`config.mk`:
```
export PLATFORM = sky130hd
export DESIGN_NAME = pio6_port
export DESIGN_NICKNAME = d
export VERILOG_FILES = /design/src/pio6_pkg.sv /design/src/pio6_filter.sv /design/src/pio6_port.sv
export SDC_FILE = /design/constraint.sdc
export NUM_CORES = 1
export LEC_CHECK = 0
export BUFFER_PORTS_ARGS = -buffer_cell sky130_fd_sc_hd__clkbuf_2
export CORE_MARGIN = 2
export CORE_UTILIZATION = 30
export CTS_BUF_LIST = sky130_fd_sc_hd__clkbuf_4 sky130_fd_sc_hd__clkbuf_8 sky130_fd_sc_hd__clkbuf_16
export DETAILED_ROUTE_END_ITERATION = 7
export HOLD_SLACK_MARGIN = 0.06
export PLACE_DENSITY_LB_ADDON = 0.2
export SETUP_SLACK_MARGIN = 0.4
export SYNTH_ARGS = -nofsm -noshare
export SYNTH_HDL_FRONTEND = slang
export SYNTH_SLANG_ARGS = --single-unit
```
`constraint.sdc`:
```
create_clock -name clk_in -period 2.77 [get_ports clk_in]
set_input_delay 0.277 -clock clk_in [delete_from_list [all_inputs] [get_ports clk_in]]
set_output_delay 0.277 -clock clk_in [all_outputs]
set_load 0.05 [all_outputs]
```
`src/pio6_pkg.sv`:
```
// package of constants and types for the eight-pin general i/o port
// Operation
// - outside 16-bit bus mode, direction one drives pin, zero makes input
// - in 16-bit extended mode pins are data bus lines regardless of direction
// - 16-bit mode read: stored data where direction one, else one
// - other modes read: stored data where direction one, else live pin
// - data register holds output values, readable and writable
// - pull-up bit enables pull-up on input pins, ignored in 16-bit mode
// - pull-up register accessible only while keyboard wake-up enable is one
// - system control two bit 5 selects standard or current-limited pull-up
// - system control two bit 3 selects normal or multiplexed extended bus
// - port is eight pins, lower data bus byte in extended mode
// - direction register write-only, resets to zero so pins start as inputs
// - outside 16-bit mode, filter-enabled pins load the sample into data register at an interval when two samples agree
// - interval codes 0 to 4 divide clock by 2, 32, 512, 8192, 32768
package pio6_pkg;
  localparam int PIO6_WIDTH = 8;
  localparam int PIO6_CNT_W = 15;
  // ============================================================
  // register offsets
  localparam logic [2:0] PIO6_OFF_DIR = 3'h0;
  localparam logic [2:0] PIO6_OFF_DATA = 3'h1;
  localparam logic [2:0] PIO6_OFF_PULLUP = 3'h2;
  localparam logic [2:0] PIO6_OFF_SYSCTL2 = 3'h3;
  localparam logic [2:0] PIO6_OFF_FILT_EN = 3'h4;
  localparam logic [2:0] PIO6_OFF_FILT_SEL = 3'h5;
  // ============================================================
  // reset values and fields
  localparam logic [7:0] PIO6_RST_BYTE = 8'h00;
  localparam logic [7:0] PIO6_ALL_ONES = 8'hFF;
  localparam logic [2:0] PIO6_RST_SEL = 3'h0;
  localparam int PIO6_BIT_PU_CURRENT = 5;
  localparam int PIO6_BIT_MUX_BUS = 3;
  // ============================================================
  // filter interval codes and divides
  localparam logic [2:0] PIO6_SEL_D2 = 3'h0;
  localparam logic [2:0] PIO6_SEL_D32 = 3'h1;
  localparam logic [2:0] PIO6_SEL_D512 = 3'h2;
  localparam logic [2:0] PIO6_SEL_D8192 = 3'h3;
  localparam logic [2:0] PIO6_SEL_D32768 = 3'h4;
  localparam int PIO6_DIV_2 = 2;
  localparam int PIO6_DIV_32 = 32;
  localparam int PIO6_DIV_512 = 512;
  localparam int PIO6_DIV_8192 = 8192;
  localparam int PIO6_DIV_32768 = 32768;
  // ============================================================
  // register bus request
  typedef struct packed {
    logic [2:0] addr;
    logic [7:0] wdata;
    logic wr;
    logic rd;
  } pio6_bus_req_t;
endpackage

```
`src/pio6_filter.sv`:
```
// one pin: two-flop synchroniser and interval sampler
`timescale 1ns/1ps
module pio6_filter (
  input wire logic clk_in,
  input wire logic rst_b_in,
  input wire logic pin_in,
  input wire logic tick_in,
  output logic level_out,
  output logic stable_out,
  output logic sample_out
);
  logic sync_a;
  logic sync_b;
  logic samp_new;
  logic samp_old;
  logic next_sync_a;
  logic next_sync_b;
  logic next_samp_new;
  logic next_samp_old;

  always_comb begin
    next_sync_a = pin_in;
    next_sync_b = sync_a;
    next_samp_new = samp_new;
    next_samp_old = samp_old;
    if (tick_in) begin
      next_samp_new = sync_b;
      next_samp_old = samp_new;
    end
  end

  always_ff @(posedge clk_in) begin
    if (!rst_b_in) begin
      sync_a <= 1'b0;
      sync_b <= 1'b0;
      samp_new <= 1'b0;
      samp_old <= 1'b0;
    end else begin
      sync_a <= next_sync_a;
      sync_b <= next_sync_b;
      samp_new <= next_samp_new;
      samp_old <= next_samp_old;
    end
  end

  assign level_out = sync_b;
  // two equal samples in a row count as stable
  assign stable_out = (samp_new == samp_old);
  assign sample_out = samp_new;
endmodule

```
`src/pio6_port.sv`:
```
// eight-pin general i/o port with pull-ups, bus mode and input filter
`timescale 1ns/1ps
module pio6_port #(
  parameter int DIV_8192 = pio6_pkg::PIO6_DIV_8192,
  parameter int DIV_32768 = pio6_pkg::PIO6_DIV_32768
) (
  input wire logic clk_in,
  input wire logic rst_b_in,
  input wire pio6_pkg::pio6_bus_req_t bus_req_in,
  output logic [7:0] rdata_out,
  input wire logic ext16_mode_in,
  input wire logic keyboard_wakeup_enable_in,
  input wire logic [7:0] ext_bus_wdata_in,
  input wire logic ext_bus_drive_in,
  output logic [7:0] ext_bus_rdata_out,
  input wire logic [7:0] pin_in,
  output logic [7:0] pin_out,
  output logic [7:0] pin_oe_b_out,
  output logic [7:0] pullup_on_out,
  output logic pullup_current_select_out,
  output logic muxed_bus_enable_out
);
  import pio6_pkg::*;

  // ============================================================
  // registers
  logic [7:0] port_direction;
  logic [7:0] port_output_data;
  logic [7:0] pullup_enable;
  logic [7:0] system_control_two;
  logic [7:0] filter_enable;
  logic [2:0] filter_interval_select;
  logic [7:0] next_port_direction;
  logic [7:0] next_port_output_data;
  logic [7:0] next_pullup_enable;
  logic [7:0] next_system_control_two;
  logic [7:0] next_filter_enable;
  logic [2:0] next_filter_interval_select;
  logic [7:0] pin_level;
  logic [7:0] filt_stable;
  logic [7:0] filt_sample;
  logic [7:0] sample_load;
  logic wr_dir;
  logic wr_data;
  logic wr_pullup;
  logic wr_sysctl;
  logic wr_filt_en;
  logic wr_filt_sel;
  logic tick;

  assign wr_dir = bus_req_in.wr && (bus_req_in.addr == PIO6_OFF_DIR);
  assign wr_data = bus_req_in.wr && (bus_req_in.addr == PIO6_OFF_DATA);
  // pull-up register locked unless wake-up enable set
  assign wr_pullup = bus_req_in.wr && (bus_req_in.addr == PIO6_OFF_PULLUP) && keyboard_wakeup_enable_in;
  assign wr_sysctl = bus_req_in.wr && (bus_req_in.addr == PIO6_OFF_SYSCTL2);
  assign wr_filt_en = bus_req_in.wr && (bus_req_in.addr == PIO6_OFF_FILT_EN);
  assign wr_filt_sel = bus_req_in.wr && (bus_req_in.addr == PIO6_OFF_FILT_SEL);

  // filtered sample loads data register, outside 16-bit mode only
  assign sample_load = (tick && !ext16_mode_in) ? (filter_enable & filt_stable) : PIO6_RST_BYTE;

  always_comb begin
    next_port_direction = wr_dir ? bus_req_in.wdata : port_direction;
    // software write takes priority over a filter sample
    next_port_output_data = (port_output_data & ~sample_load) | (filt_sample & sample_load);
    if (wr_data) begin
      next_port_output_data = bus_req_in.wdata;
    end
    next_pullup_enable = wr_pullup ? bus_req_in.wdata : pullup_enable;
    next_system_control_two = wr_sysctl ? bus_req_in.wdata : system_control_two;
    next_filter_enable = wr_filt_en ? bus_req_in.wdata : filter_enable;
    next_filter_interval_select = wr_filt_sel ? bus_req_in.wdata[2:0] : filter_interval_select;
  end

  always_ff @(posedge clk_in) begin
    if (!rst_b_in) begin
      port_direction <= PIO6_RST_BYTE;
      port_output_data <= PIO6_RST_BYTE;
      pullup_enable <= PIO6_RST_BYTE;
      system_control_two <= PIO6_RST_BYTE;
      filter_enable <= PIO6_RST_BYTE;
      filter_interval_select <= PIO6_RST_SEL;
    end else begin
      port_direction <= next_port_direction;
      port_output_data <= next_port_output_data;
      pullup_enable <= next_pullup_enable;
      system_control_two <= next_system_control_two;
      filter_enable <= next_filter_enable;
      filter_interval_select <= next_filter_interval_select;
    end
  end

  // ============================================================
  // sampling interval prescaler
  logic [PIO6_CNT_W-1:0] div_cnt;
  logic [PIO6_CNT_W-1:0] next_div_cnt;
  logic [PIO6_CNT_W-1:0] div_max;

  always_comb begin
    case (filter_interval_select)
      PIO6_SEL_D2: div_max = PIO6_CNT_W'(PIO6_DIV_2 - 1);
      PIO6_SEL_D32: div_max = PIO6_CNT_W'(PIO6_DIV_32 - 1);
      PIO6_SEL_D512: div_max = PIO6_CNT_W'(PIO6_DIV_512 - 1);
      PIO6_SEL_D8192: div_max = PIO6_CNT_W'(DIV_8192 - 1);
      PIO6_SEL_D32768: div_max = PIO6_CNT_W'(DIV_32768 - 1);
      default: div_max = PIO6_CNT_W'(DIV_32768 - 1);
    endcase
  end

  assign tick = (div_cnt >= div_max);

  always_comb begin
    next_div_cnt = tick ? '0 : div_cnt + 1'b1;
  end

  always_ff @(posedge clk_in) begin
    if (!rst_b_in) begin
      div_cnt <= '0;
    end else begin
      div_cnt <= next_div_cnt;
    end
  end

  // ============================================================
  // per-pin synchroniser and sampler
  genvar gi;
  generate
    for (gi = 0; gi < PIO6_WIDTH; gi++) begin : g_pin
      pio6_filter u_filter (
        .clk_in(clk_in),
        .rst_b_in(rst_b_in),
        .pin_in(pin_in[gi]),
        .tick_in(tick),
        .level_out(pin_level[gi]),
        .stable_out(filt_stable[gi]),
        .sample_out(filt_sample[gi])
      );
    end
  endgenerate

  // ============================================================
  // read path
  logic [7:0] next_rdata;

  always_comb begin
    next_rdata = PIO6_RST_BYTE;
    if (bus_req_in.rd) begin
      case (bus_req_in.addr)
        PIO6_OFF_DIR: next_rdata = PIO6_RST_BYTE;
        PIO6_OFF_DATA: begin
          if (ext16_mode_in) begin
            next_rdata = (port_output_data & port_direction) | ~port_direction;
          end else begin
            next_rdata = (port_output_data & port_direction) | (pin_level & ~port_direction);
          end
        end
        PIO6_OFF_PULLUP: next_rdata = keyboard_wakeup_enable_in ? pullup_enable : PIO6_RST_BYTE;
        PIO6_OFF_SYSCTL2: next_rdata = system_control_two;
        PIO6_OFF_FILT_EN: next_rdata = filter_enable;
        PIO6_OFF_FILT_SEL: next_rdata = {5'h00, filter_interval_select};
        default: next_rdata = PIO6_RST_BYTE;
      endcase
    end
  end

  // ============================================================
  // pin drive and pull-up outputs
  logic [7:0] next_pin_out;
  logic [7:0] next_pin_oe_b;
  logic [7:0] next_pullup_on;
  logic [7:0] next_ext_bus_rdata;

  always_comb begin
    if (ext16_mode_in) begin
      // pins act as low data byte of the external bus
      next_pin_out = ext_bus_wdata_in;
      next_pin_oe_b = ext_bus_drive_in ? PIO6_RST_BYTE : PIO6_ALL_ONES;
      next_pullup_on = PIO6_RST_BYTE;
    end else begin
      next_pin_out = port_output_data;
      next_pin_oe_b = ~port_direction;
      next_pullup_on = pullup_enable & ~port_direction;
    end
    next_ext_bus_rdata = pin_level;
  end

  always_ff @(posedge clk_in) begin
    if (!rst_b_in) begin
      rdata_out <= PIO6_RST_BYTE;
      pin_out <= PIO6_RST_BYTE;
      pin_oe_b_out <= PIO6_ALL_ONES;
      pullup_on_out <= PIO6_RST_BYTE;
      ext_bus_rdata_out <= PIO6_RST_BYTE;
      pullup_current_select_out <= 1'b0;
      muxed_bus_enable_out <= 1'b0;
    end else begin
      rdata_out <= next_rdata;
      pin_out <= next_pin_out;
      pin_oe_b_out <= next_pin_oe_b;
      pullup_on_out <= next_pullup_on;
      ext_bus_rdata_out <= next_ext_bus_rdata;
      pullup_current_select_out <= next_system_control_two[PIO6_BIT_PU_CURRENT];
      muxed_bus_enable_out <= next_system_control_two[PIO6_BIT_MUX_BUS];
    end
  end

  logic past_valid;
  always_ff @(posedge clk_in) begin
    if (!rst_b_in) begin
      past_valid <= 1'b0;
    end else begin
      past_valid <= 1'b1;
    end
  end
endmodule

```
Yosys cells after proc, flatten, opt, wreduce, memory -nomap -nowiden
Index checks and enable logic that the tools add are counted.

cells by class
  add/sub/neg operators = 1
  $mul = 0
  divide/modulo/power cells = 0
  magnitude comparators = 1
  equality and inequality tests = 16
  shift-type cells = 0
  multiplexer cells = 10
  bitwise operators = 12
  reduce and logical (&&, ||, !) cells = 14

operators by type and width
  operator                                                          number
  15-bit case mux with 4 select lines                               1
  8-bit two-way mux                                                 7
  8-bit bitwise AND                                                 6
  8-bit case mux with 5 select lines                                1
  8-bit bitwise OR                                                  3
  8-bit NOT                                                         2
  15-bit by 1-bit adder with 15-bit output (second input constant)  1
  15-bit >= comparator                                              1
  3-bit by 2-bit == test with 1-bit output (second input constant)  4
  1-bit == test                                                     8
  1-bit logical AND                                                 8
  3-bit by 1-bit == test with 1-bit output (second input constant)  2
  3-bit == test (second input constant)                             2
  3-bit zero test                                                   2
  6-bit two-way mux                                                 1
  2-bit OR reduction                                                2
  2-bit AND reduction                                               1
  1-bit zero test                                                   1
  1-bit NOT                                                         1

word-level totals
  bits in registers = 132
  latch bits = 0
  bits in writable memories = 0
  memory bits (read-only) = 0
  input port bits = 34
  output and inout port bits = 42
  logic and storage cells = 101
  memories kept = 0

Longest topological paths before layout
Gate-level depths: netlist of the first run.

  depth in word-level cells = 9
  gate-level depth with buffers = 11
  depth with buffers taken out = 8

Hierarchy
A second synthesis of the first run with hierarchy kept.

unflattened totals
  cell total of the unflattened synthesis = 583
  area total of the unflattened synthesis = 5447.7 um^2

by module, submodules not included
  module       times used  cells each  area each (um^2)  sequential area each (um^2)
  pio6_port    1           495         4376.7            1961.9
  pio6_filter  8           11          133.9             80.1

Worst setup path before layout of the first run
OpenSTA, ideal clock, no wires.

  path type = register -> register
  start point = register filter_interval_select[2]
  end point = register g_pin[3].u_filter.samp_new
  data arrival time = 2.210 ns
  slack = 0.489 ns
  stages on the path, launching flop included = 12
  clock period less this slack = 2.281 ns
  cell sequence = dfxtp_1 > nor3_1 > ha_1 > a21oi_1 > o22ai_1 > o21ai_1 > a21o_1 > buf_6 > buf_8 > buf_6 > nand3_1 > a21oi_1

on the way
  cells in the longest elaborated chain, start to end = 3
  elaborated cells on any way between the ends = 6
  those cells by class = order compare (1); eq/ne (3); mux (1); reduce/logical (1)

RTL lines
  what                                                              line               source
  start: declaration                                                pio6_port.sv:32    logic [2:0] filter_interval_select;
  start signal: assignment                                          pio6_port.sv:89    filter_interval_select <= next_filter_interval_select;
  3-bit by 2-bit == test with 1-bit output (tied with other cells)  pio6_port.sv:100   case (filter_interval_select)
  15-bit case mux with 4 select lines (*)                           pio6_port.sv:100
  15-bit >= comparator (*)                                          pio6_port.sv:110   assign tick = (div_cnt >= div_max);
  end signal: assignment                                            pio6_filter.sv:41  samp_new <= next_samp_new;
  end: declaration                                                  pio6_filter.sv:14  logic samp_new;

Mark *: on every way between the ends. The rest lies on a longest branch, timed or not.
A chain may end at the register's enable or synchronous reset.

==> summary.md, run 1 <==
| Metric | Value |
|---|---|
| GR Util All Layers | `15.9%` |
| Initial core utilization | `30.4%` |
| Ys async rst share | `0%` |
| RSZ-0062 raised after global routing | `yes` |
| Largest net degree at the start of global routing | `35` |
| CTS Buf Count | `17` |
| Syn_area_per_cell | `8.72 um^2` |
| Post-Synth XOR/XNOR Area | `2.91%` |
| Area grow syn2layout | `23.7%` |
| Min Clock Period, post-route | `2200 ps` |
| Nets | `744` |
| CTS tree | `yes` |
| Placed Cells | `901` |
| Post-CTS Setup Inserts | `0` |
| Multi-input logic area | `0.00265 mm^2` |
| Total number of vias | `4628` |
| Clock sink count | `130` |
| Slack of the critical path | `572 ps` |
| Layout cells sized above 1 | `18.8%` |
| Leakage Power | `2.55 nW` |
| Htree depth | `4` |
| Max Fanout on Critical Path | `22` |
| Root Driver | `clkbuf_16` |
| Outcome | `completed` |
| Die Y | `138 um` |
| Max-cap violations | `0` |
| Crit path launch type | `flip-flop` |
| Top cells by area, synth | `dfxtp_1 48%, a21oi_1 5.8%, nand2_1 5.3%` |
| Synth unique cells | `46` |
| Placer congestion estimate | `0.814` |
| Power Density | `697 mW/mm^2` |
| F_max | `455 MHz` |
| Required time of the critical path | `3110 ps` |
| Hold Path Class | `primary input to flip-flop` |
| Peak VDD IR | `0.376 mV` |
| DRC | `0` |
| Final-report hold violation count | `0` |
| Post-DP Area | `0.00601 mm^2` |
| Post-Layout Inst Area | `0.00670 mm^2` |
| WP data arrival | `2540 ps` |
| Synth top area share | `48.0%` |
| DR vias/cell | `4.92` |
| Clock transition at the registers of the reported paths | `60 ps` |
| Largest family of logic cells by synthesized area | `simple AND/OR/NAND/NOR gates` |
| Post-synthesis adder-cell area fraction | `2.77%` |
| Mapped cell area | `0.00542 mm^2` |
| #FFs+latches synth | `130` |
| Overall routed net length | `15.1 mm` |
| Area of the die | `0.0192 mm^2` |
| Skew final | `6.26 ps` |
| Yosys warning count | `0` |
| # rows | `49` |
| Ant. Diodes | `0` |
| Wire per inst | `16.1 um` |
| Worst-Margin Slew | `708 ps` |
| First-pass GRT wire length | `24.0 mm` |
| Fillcell total | `1809` |
| Simple-gate area share of the yosys netlist | `22.6%` |
| Setup-failing EPs final | `0` |
| Sequential area share after synthesis | `48.0%` |
| Post-synthesis mux area share | `4.62%` |
| Hpwl dp | `11.2 mm` |
| DRT iter0 DRCs | `280` |
| Cell taking the most area after synthesis | `dfxtp_1` |
| Max Slew Vio Count | `0` |
| Drt pass-1 iters | `4` |
| Commonest non-fill, non-tap cells in the layout | `127 x dfxtp_1, 75 x nand2_1, 75 x clkbuf_2` |
| Routed Antenna Nets | `0` |
| Place WS | `270 ps` |
| Endpoint class of the critical path | `flip-flop` |
| Setup Crit Path Kind | `flip-flop to flip-flop` |
| Initial antenna violation count | `0` |
| Synthesized netlist cell count | `622` |
| Synth Area in Compound Gates | `15.3%` |
| Clk buf depth | `2` |
| Congestion Overflow GR | `0` |
| Most common cell after layout, fill and taps aside | `dfxtp_1` |
| Main synth FF type | `dfxtp_1` |
| Core area | `0.0178 mm^2` |
| I/O Pins | `76` |
| Mapped Nets | `668` |
| IO buf count | `75` |
| Setup TNS | `0 ps` |
| Fin cells | `940` |
| Slew HR | `52.2%` |
| Clk_lat worst skew | `420 ps` |
| Number of global-route vias before repair | `4499` |
| Number of synthesized flops with an enable pin | `0` |
| Fin crit share | `79.3%` |
| Chip width | `138 um` |
| Seq. cell area | `0.00261 mm^2` |
-- sequential cells by signal, indices dropped and copies added (netlist names), named ones only --
| signal | flops |
|---|---|
| div_cnt | 15 |
| ext_bus_rdata_out | 8 |
| filter_enable | 8 |
| g_pin.u_filter.level_out | 8 |
| g_pin.u_filter.next_sync_b | 8 |
| g_pin.u_filter.samp_old | 8 |
| g_pin.u_filter.sample_out | 8 |
| pin_oe_b_out | 8 |
| pin_out | 8 |
| port_direction | 8 |
| pullup_enable | 8 |
| pullup_on_out | 8 |
| rdata_out | 8 |
| system_control_two | 8 |
| filter_interval_select | 3 |
-- synth_stat cells (2+ instances only) --
library cell and count:
a211oi_1 7, a21oi_1 63, a221oi_1 2, a22oi_1 6, a31oi_1 3, and2_0 2
and2_1 26, and3_1 4, and4_1 2, buf_2 7, buf_6 2, clkbuf_1 26
dfxtp_1 130, ha_1 12, inv_1 7, mux2i_1 25, nand2_1 76, nand2b_1 2
nand3_1 36, nand3b_1 6, nand4_1 3, nor2_1 48, nor2b_1 12, nor3_1 11
nor3b_1 12, o21ai_0 45, o21ai_1 2, o22ai_1 4, o311a_1 4, o31a_1 3
or3_1 3, xnor2_1 11, xor2_1 7
-- critical path, stage by stage (launching register included) --
cell     delay, ps
dfxtp_4        410
inv_1          100
ha_1           320
and3_1         200
nand2_2        120
a21o_2         270
buf_6          180
or3_1          370
a31oi_1        130
-- kinds of logic (layout without fill, tap and decap cells) --
kind of cell             Yosys count  in the layout
AO/OA/AOI/OAI                    144            144
flip-flops                       130            130
multiplexers                      25             25
adder cells (fa/ha/maj)           12             12
buffers and inverters             45            134
XOR/XNOR                          18             18
AND/OR/NAND/NOR                  248            248
-- final timing paths --
path	depth (start not counted)	from	to	slack, ps
hold reg to reg	1	g_pin[0].u_filter.next_sync_b	g_pin[0].u_filter.level_out	430
hold / removal	2	pin_in[5]	g_pin[5].u_filter.next_sync_b	70
setup / recovery	8	filter_interval_select[2]	flip-flop	570
setup reg to reg	8	filter_interval_select[2]	flip-flop	570
-- layout make-up --
class                      instances  area share (%)
multi-input combinational        447            39.5
sequential                       130            38.9
timing repair buffer              94            8.23
clock buffer                      20            6.96
tap                              229            4.27
clock inverter                    12            1.62
inverter                           8           0.448
-- power by group --
part | leakage [nW] | switching, mW | internal [mW]
logic | 1.22 | 0.357 | 0.177
clock network | 0.270 | 0.842 | 1.30
registers | 1.06 | 0.0591 | 1.94
total | 2.55 | 1.26 | 3.41
-- stage by stage --
stage | utilization, % | power [mW] | hold WS, ps
after floorplan | - | 2.41 | 404
after global placement | 33.7 | 2.54 | 418
after detailed placement | 33.7 | 2.55 | 418
after CTS | 37.4 | 4.70 | 62.2
after global routing | 37.6 | 4.86 | 72.6
final | 37.6 | 4.67 | 72.0
-- what timing repair did --
item,in CTS,in global routing
hold buffers,7,0
setup endpoints to repair,38,38
endpoints found under the hold margin,7,0
gates resized for setup,3,11
gates cloned,0,0
-- layer usage --
layer / vias up / wire length, um / GRT usage (%)
li1: 2308 / - / -
met1: 2197 / 6710 / 19.0
met2: 95 / 7490 / 27.3
met3: 28 / 512 / 3.33
met4: 0 / 437 / 7.73
met5: - / 0 / 0
(Power assumes the default switching activity.)
==> inputs of run 2 (changes only) <==
==> constraint.sdc (replaced) <==
create_clock -name clk_in -period 1.8 [get_ports clk_in]
set_input_delay 0.18 -clock clk_in [delete_from_list [all_inputs] [get_ports clk_in]]
set_output_delay 0.18 -clock clk_in [all_outputs]
set_load 0.05 [all_outputs]
==> run 2 against run 1 <==
Die area is the same. Worst hold slack gained 14 ps. Register-to-register slack got worse by 900 ps. Power grew 82%. The run now ends with negative setup slack left. Via count is 7.9% higher. Cell area up 17%. Sequential power is 54% higher. Critical path depth is 3 higher.
==> summary.md, run 2 (synthesis results as in run 1) <==
| Metric | Value |
|---|---|
| CTS tree | `yes` |
| Peak VDD IR | `0.679 mV (+81%)` |
| R2R depth | `11 (+3)` |
| Required time of the critical path | `2110 ps (-1000 ps)` |
| # rows | `49 (unchanged)` |
| Overall routed net length | `16.8 mm (+11%)` |
| Die Y | `138 um (unchanged)` |
| Final-report hold violation count | `0 (unchanged)` |
| Number of flip-flops in the largest register | `15 (unchanged)` |
| Commonest non-fill, non-tap cells in the layout | `124 x dfxtp_1, 75 x nand2_1, 75 x clkbuf_2` |
| Chip width | `138 um (unchanged)` |
| I/O Pins | `76 (unchanged)` |
| DRC | `0 (unchanged)` |
| Endpoint class of the critical path | `flip-flop` |
| Fin cells | `998 (+6.2%)` |
| IO buf count | `75 (unchanged)` |
| First-pass GRT wire length | `25.6 mm (+6.6%)` |
| Slew HR | `63.5% (+11 points)` |
| Placer congestion estimate | `0.865 (+6.2%)` |
| Core area | `0.0178 mm^2 (unchanged)` |
| Comb pwr share | `17.9% (+6.5 points)` |
| P_int | `6.25 mW (+83%)` |
| Number of global-route vias before repair | `4847 (+7.7%)` |
| Power Density | `1090 mW/mm^2 (+56%)` |
| Ant. Diodes | `0 (unchanged)` |
| Nets | `802 (+7.8%)` |
| Hold Path Depth | `3 (+1)` |
| GR Util All Layers | `16.9% (+1.0 points)` |
| CTS Buf Count | `17 (unchanged)` |
| Skew final | `4.78 ps (-1.48 ps)` |
| Max-cap violations | `0 (unchanged)` |
| Hold Path Class | `primary input to flip-flop` |
| Clk buf depth | `2 (unchanged)` |
| Reg with most FFs | `div_cnt` |
| Crit path launch type | `flip-flop` |
| Flop pwr share | `36.0% (-6.7 points)` |
| Slack of the critical path | `-328 ps (-900 ps)` |
| Most common cell after layout, fill and taps aside | `dfxtp_1` |
| Min Clock Period, post-route | `2130 ps (-69.7 ps)` |
| Max Slew Vio Count | `0 (unchanged)` |
| Initial core utilization | `30.4% (unchanged)` |
| Layout cells sized above 1 | `31.9% (+13 points)` |
| Total number of vias | `4993 (+7.9%)` |
| Largest net degree at the start of global routing | `28 (-20%)` |
| Clock power share | `46.1% (+0.2 points)` |
| F_max | `470 MHz (+3.3%)` |
| Htree depth | `4 (unchanged)` |
| Leakage Power | `2.97 nW (+16%)` |
| Congestion Overflow GR | `0 (unchanged)` |
| Failing checks | `negative setup slack` |
| Setup Crit Path Kind | `flip-flop to flip-flop` |
| Placed Cells | `937 (+4.0%)` |
| Sw frac | `26.6% (-0.35 points)` |
| Worst-Margin Slew | `540 ps (-168 ps)` |
| Hpwl dp | `11.6 mm (+3.5%)` |
| Routed Antenna Nets | `0 (unchanged)` |
| Clock transition at the registers of the reported paths | `60 ps (about the same)` |
| Setup-failing EPs final | `39 (+39)` |
| Fin crit share | `118% (+39 points)` |
| Max Fanout on Critical Path | `8 (-64%)` |
| Clock sink count | `130 (unchanged)` |
| Pwr Total | `8.51 mW (+82%)` |
| NetSw | `2.26 mW (+80%)` |
| Wire per inst | `16.8 um (+4.6%)` |
| Outcome | `finished with violations` |
| DR vias/cell | `5.00 (+1.6%)` |
| RSZ-0062 raised after global routing | `yes` |
| Clk_lat worst skew | `420 ps (about the same)` |
| Drt pass-1 iters | `5 (+1)` |
| Area of the die | `0.0192 mm^2 (unchanged)` |
| DRT iter0 DRCs | `243 (-13%)` |
| WP data arrival | `2440 ps (-100 ps)` |
| Area grow syn2layout | `44.4%` |
| Root Driver | `clkbuf_16` |
| Initial antenna violation count | `0 (unchanged)` |
[run 2: changes by cell type in the layout (fill, tap and decap cells not counted), sizes merged]
| cell | before | now |
|---|---|---|
| bufinv | 1 | 5 |
| inv | 8 | 9 |
| dlygate4sd3 | 7 | 16 |
| a21o | 1 | 2 |
| clkinvlp | 5 | 3 |
| clkinv | 6 | 2 |
| clkbuf | 95 | 99 |
| buf | 12 | 57 |
[run 2: metrics by stage]
stage	setup TNS [ps]	setup slack [ps]	util, %	hold WS (ps)	area [um^2]
after floorplan	-5930	-222	-	307	5480
after global placement	-11710	-322	35.7	385	6370
after detailed placement	-13740	-400	35.7	388	6370
after CTS	-7690	-231	41.2	70.9	7360
after global routing	-13450	-410	43.9	86.9	7830
final	-10350	-328	43.9	86.3	7830
[run 2: area by class of cell]
class	count	area [um^2]
fill	1706	10000
multi-input combinational	448	3070
sequential	130	2620
timing repair buffer	151	1140
clock buffer	21	479
tap	229	287
clock inverter	11	199
inverter	8	30.0
[run 2: final timing paths]
kind                                               startpoint  slack (ps)                           to
worst max-delay path                filter_interval_select[2]        -330   g_pin[0].u_filter.samp_old
worst min-delay path                            bus_req_in[8]          90            port_direction[6]
worst max register to register      filter_interval_select[2]        -330   g_pin[0].u_filter.samp_old
worst min register to register  g_pin[6].u_filter.next_sync_b         430  g_pin[6].u_filter.level_out
[run 2: routing by layer]
| metal | vias up | wire length (um) | global-route usage [%] |
|---|---|---|---|
| li1 | 2441 | - | - |
| met1 | 2361 | 7230 | 20.6 |
| met2 | 161 | 8380 | 28.6 |
| met3 | 30 | 705 | 3.67 |
| met4 | 0 | 502 | 7.73 |
| met5 | - | 0 | 0 |
[run 2: timing repair]
item                       in CTS  in global routing
gates cloned                    1                  4
setup buffers                   2                  6
setup endpoints to repair      41                 41
hold buffers                   16                  0
hold endpoints to repair       16                  0
resized for setup              46                 78
pin swaps                       5                 41
[run 2: power by group through the flow]
stage                     Sequential (mW)  Combinational, mW  Clock (mW)
after detailed placement             3.11              0.965           0
after global routing                 3.08               1.62        4.12
after floorplan                      3.19              0.542           0
final                                3.07               1.52        3.92
after CTS                            3.05               1.20        3.99
after global placement               3.11              0.950           0
[run 2: critical path: stages, from the launching register on]
cell and delay [ps]:
dfxtp_4 370, nor3_4 200, buf_6 140, ha_4 200
a21oi_4 130, o22ai_2 100, o21ai_4 250, buf_6 160
a21oi_4 80, clkbuf_16 180, o21ai_4 130, a21oi_2 70
==> inputs of run 3 (changes only) <==
--- a/config.mk
+++ b/config.mk
@@ -11,7 +11,7 @@
 export CTS_BUF_LIST = sky130_fd_sc_hd__clkbuf_4 sky130_fd_sc_hd__clkbuf_8 sky130_fd_sc_hd__clkbuf_16
 export DETAILED_ROUTE_END_ITERATION = 7
 export HOLD_SLACK_MARGIN = 0.06
-export PLACE_DENSITY_LB_ADDON = 0.2
+export PLACE_DENSITY = 0.55
 export SETUP_SLACK_MARGIN = 0.4
 export SYNTH_ARGS = -nofsm -noshare
 export SYNTH_HDL_FRONTEND = slang
==> run 3 against run 2 <==
Critical path type unchanged. Flip-flop and latch count did not move. The flow still finishes with violations (negative setup slack). Fmax increased by 2.8%. Core utilization decreased by 1.5 points. Cell count shrank 0.30%. Worst setup slack better by 57 ps. Sequential share of layout area grew 1.1 points. Routed wire length decreased by 4.2%. Sequential power barely moved. Non-clock buffer count down 2. Power decreased by 5.7%.
==> summary.md, run 3 (synthesis results as in run 1) <==
| Metric | Value |
|---|---|
| Area grow syn2layout | `39.4%` |
| Endpoint class of the critical path | `flip-flop` |
| Comb pwr share | `16.9% (-1.0 points)` |
| Fillcell total | `1756 (+2.9%)` |
| Initial antenna violation count | `0 (unchanged)` |
| Sw frac | `26.8% (+0.22 points)` |
| Largest net degree at the start of global routing | `64 (+130%)` |
| Chip width | `138 um (unchanged)` |
| F_max | `483 MHz (+2.8%)` |
| Pwr Total | `8.03 mW (-5.7%)` |
| Most common cell after layout, fill and taps aside | `dfxtp_1` |
| Number of global-route vias before repair | `4562 (-5.9%)` |
| Post-DP Area | `0.00636 mm^2 (-0.16%)` |
| First-pass GRT wire length | `24.9 mm (-2.5%)` |
| Slack of the critical path | `-271 ps (+57.1 ps)` |
| WP data arrival | `2430 ps (about the same)` |
| Worst path max stage delay | `370 ps (about the same)` |
| Min Clock Period, post-route | `2070 ps (-57.1 ps)` |
| # rows | `49 (unchanged)` |
| CTS tree | `yes` |
| Nets | `800 (-0.25%)` |
| Top cell by count, worst path | `buf_6` |
| DR vias/cell | `4.88 (-2.5%)` |
| Setup-failing EPs final | `39 (unchanged)` |
| Peak VDD IR | `0.727 mV (+7.0%)` |
| Htree depth | `4 (unchanged)` |
| Worst-path cell chain | `nor3_4 -> buf_6 -> ha_4 -> a21oi_4 -> o22ai_2 -> o21ai_4 -> buf_6 -> buf_4 -> a211oi_2 -> o21ai_1 -> o311a_1` |
| Area of the die | `0.0192 mm^2 (unchanged)` |
| Drt pass-1 iters | `4 (-1)` |
| Clock sink count | `130 (unchanged)` |
| Setup Crit Path Kind | `flip-flop to flip-flop` |
| Core area | `0.0178 mm^2 (unchanged)` |
| Number of flip-flops in the largest register | `15 (unchanged)` |
| Max Fanout on Critical Path | `4 (-4)` |
| Final-report hold violation count | `0 (unchanged)` |
| RSZ-0062 raised after global routing | `yes` |
| Reg with most FFs | `div_cnt` |
| NetSw | `2.15 mW (-4.9%)` |
| Clk_lat worst skew | `420 ps (about the same)` |
| P_int | `5.88 mW (-6.0%)` |
| CTS Buf Count | `17 (unchanged)` |
| Max-cap violations | `0 (unchanged)` |
| Clk buf depth | `2 (unchanged)` |
| Post-Layout Inst Area | `0.00756 mm^2 (-3.5%)` |
| Power Density | `1060 mW/mm^2 (-2.3%)` |
| Crit path launch type | `flip-flop` |
| Commonest non-fill, non-tap cells in the layout | `126 x dfxtp_1, 75 x nand2_1, 75 x clkbuf_2` |
| Clock transition at the registers of the reported paths | `50 ps (about the same)` |
| GR Util All Layers | `16.5% (-0.39 points)` |
| Fin crit share | `115% (-3.2 points)` |
| Skew final | `6.48 ps (+1.70 ps)` |
| Ant. Diodes | `0 (unchanged)` |
| Buf+Inv Stages, Crit Path | `3 (unchanged)` |
| Initial core utilization | `30.4% (unchanged)` |
| Max Slew Vio Count | `0 (unchanged)` |
| Slew HR | `62.6% (-0.94 points)` |
| Worst-Margin Slew | `554 ps (+13.9 ps)` |
| Required time of the critical path | `2160 ps (+50 ps)` |
| Flop pwr share | `38.2% (+2.2 points)` |
| Outcome | `finished with violations` |
| Routed Antenna Nets | `0 (unchanged)` |
| Placer congestion estimate | `0.847 (-2.0%)` |
| Hpwl dp | `11.3 mm (-2.6%)` |
| Overall routed net length | `16.1 mm (-4.2%)` |
| Critical-path top delay cell | `dfxtp_4` |
| Die Y | `138 um (unchanged)` |
| Root Driver | `clkbuf_16` |
| IO buf count | `75 (unchanged)` |
| Total number of vias | `4855 (-2.8%)` |
| Leakage Power | `2.91 nW (-2.0%)` |
| Wire per inst | `16.2 um (-3.9%)` |
| DRT iter0 DRCs | `269 (+11%)` |
| Hold Path Class | `primary input to flip-flop` |
| Failing checks | `negative setup slack` |
| I/O Pins | `76 (unchanged)` |
| Worst hold slack | `81.8 ps (-4.49 ps)` |
| DRC | `0 (unchanged)` |
| Critical path's top delay family | `compound AO/OA/AOI/OAI gates` |
| Clock power share | `45.0% (-1.1 points)` |
| Layout cells sized above 1 | `29.5% (-2.4 points)` |
| Congestion Overflow GR | `0 (unchanged)` |
-- run 3: worst paths after layout --
| check | cells past startpoint | to | slack, ps | from |
|---|---|---|---|---|
| setup / recovery | 11 | flip-flop | -270 | filter_interval_select[2] |
| hold / removal | 3 | system_control_two[7] | 80 | bus_req_in[9] |
| setup reg to reg | 11 | flip-flop | -270 | filter_interval_select[2] |
| hold reg to reg | 1 | g_pin[6].u_filter.level_out | 430 | g_pin[6].u_filter.next_sync_b |
-- run 3: final cells by class --
type	instances	area [um^2]	share of cell area (%)
inverter	8	30.0	0.397
tap	229	287	3.79
timing repair buffer	149	1040	13.8
sequential	130	2610	34.6
clock buffer	18	433	5.73
clock inverter	13	185	2.45
multi-input combinational	448	2970	39.3
-- run 3: per-layer routing --
| layer | global-route usage (%) | up-vias | wire length (um) |
|---|---|---|---|
| met5 | 0 | - | 0 |
| met4 | 5.96 | 0 | 374 |
| met3 | 3.74 | 28 | 635 |
| met2 | 28.4 | 114 | 8180 |
| met1 | 20.3 | 2278 | 6930 |
| li1 | - | 2435 | - |
-- run 3: power groups by stage --
stage | clock, mW | sequential, mW | combinational, mW
2_1_floorplan | 0 | 3.19 | 0.542
3_3_place_gp | 0 | 3.12 | 0.944
3_5_place_dp | 0 | 3.12 | 0.950
4_1_cts | 3.66 | 3.06 | 1.10
5_1_grt | 3.83 | 3.08 | 1.44
6_report | 3.61 | 3.07 | 1.35
-- run 3: tightest hold or removal path, cell delays in order --
cell	delay (ps)
clkbuf_2	150
nand2_1	80
a21oi_1	50
-- run 3: per-stage QoR --
stage	setup slack, ps	TNS (ps)	util, %	cells
final	-271	-8270	42.4	995
after global routing	-358	-11460	42.4	995
after CTS	-179	-5820	40.9	991
after detailed placement	-362	-12920	35.6	939
after global placement	-329	-11590	35.6	939
after floorplan	-222	-5930	-	622
-- run 3: what timing repair did --
| action | in CTS | in global routing |
|---|---|---|
| setup endpoints to repair | 41 | 40 |
| endpoints found under the hold margin | 16 | 0 |
| gates resized for setup | 46 | 45 |
| pin swaps | 7 | 35 |
| cloned | 0 | 2 |
| buffers inserted | 5 | 2 |
| hold buffers | 16 | 0 |
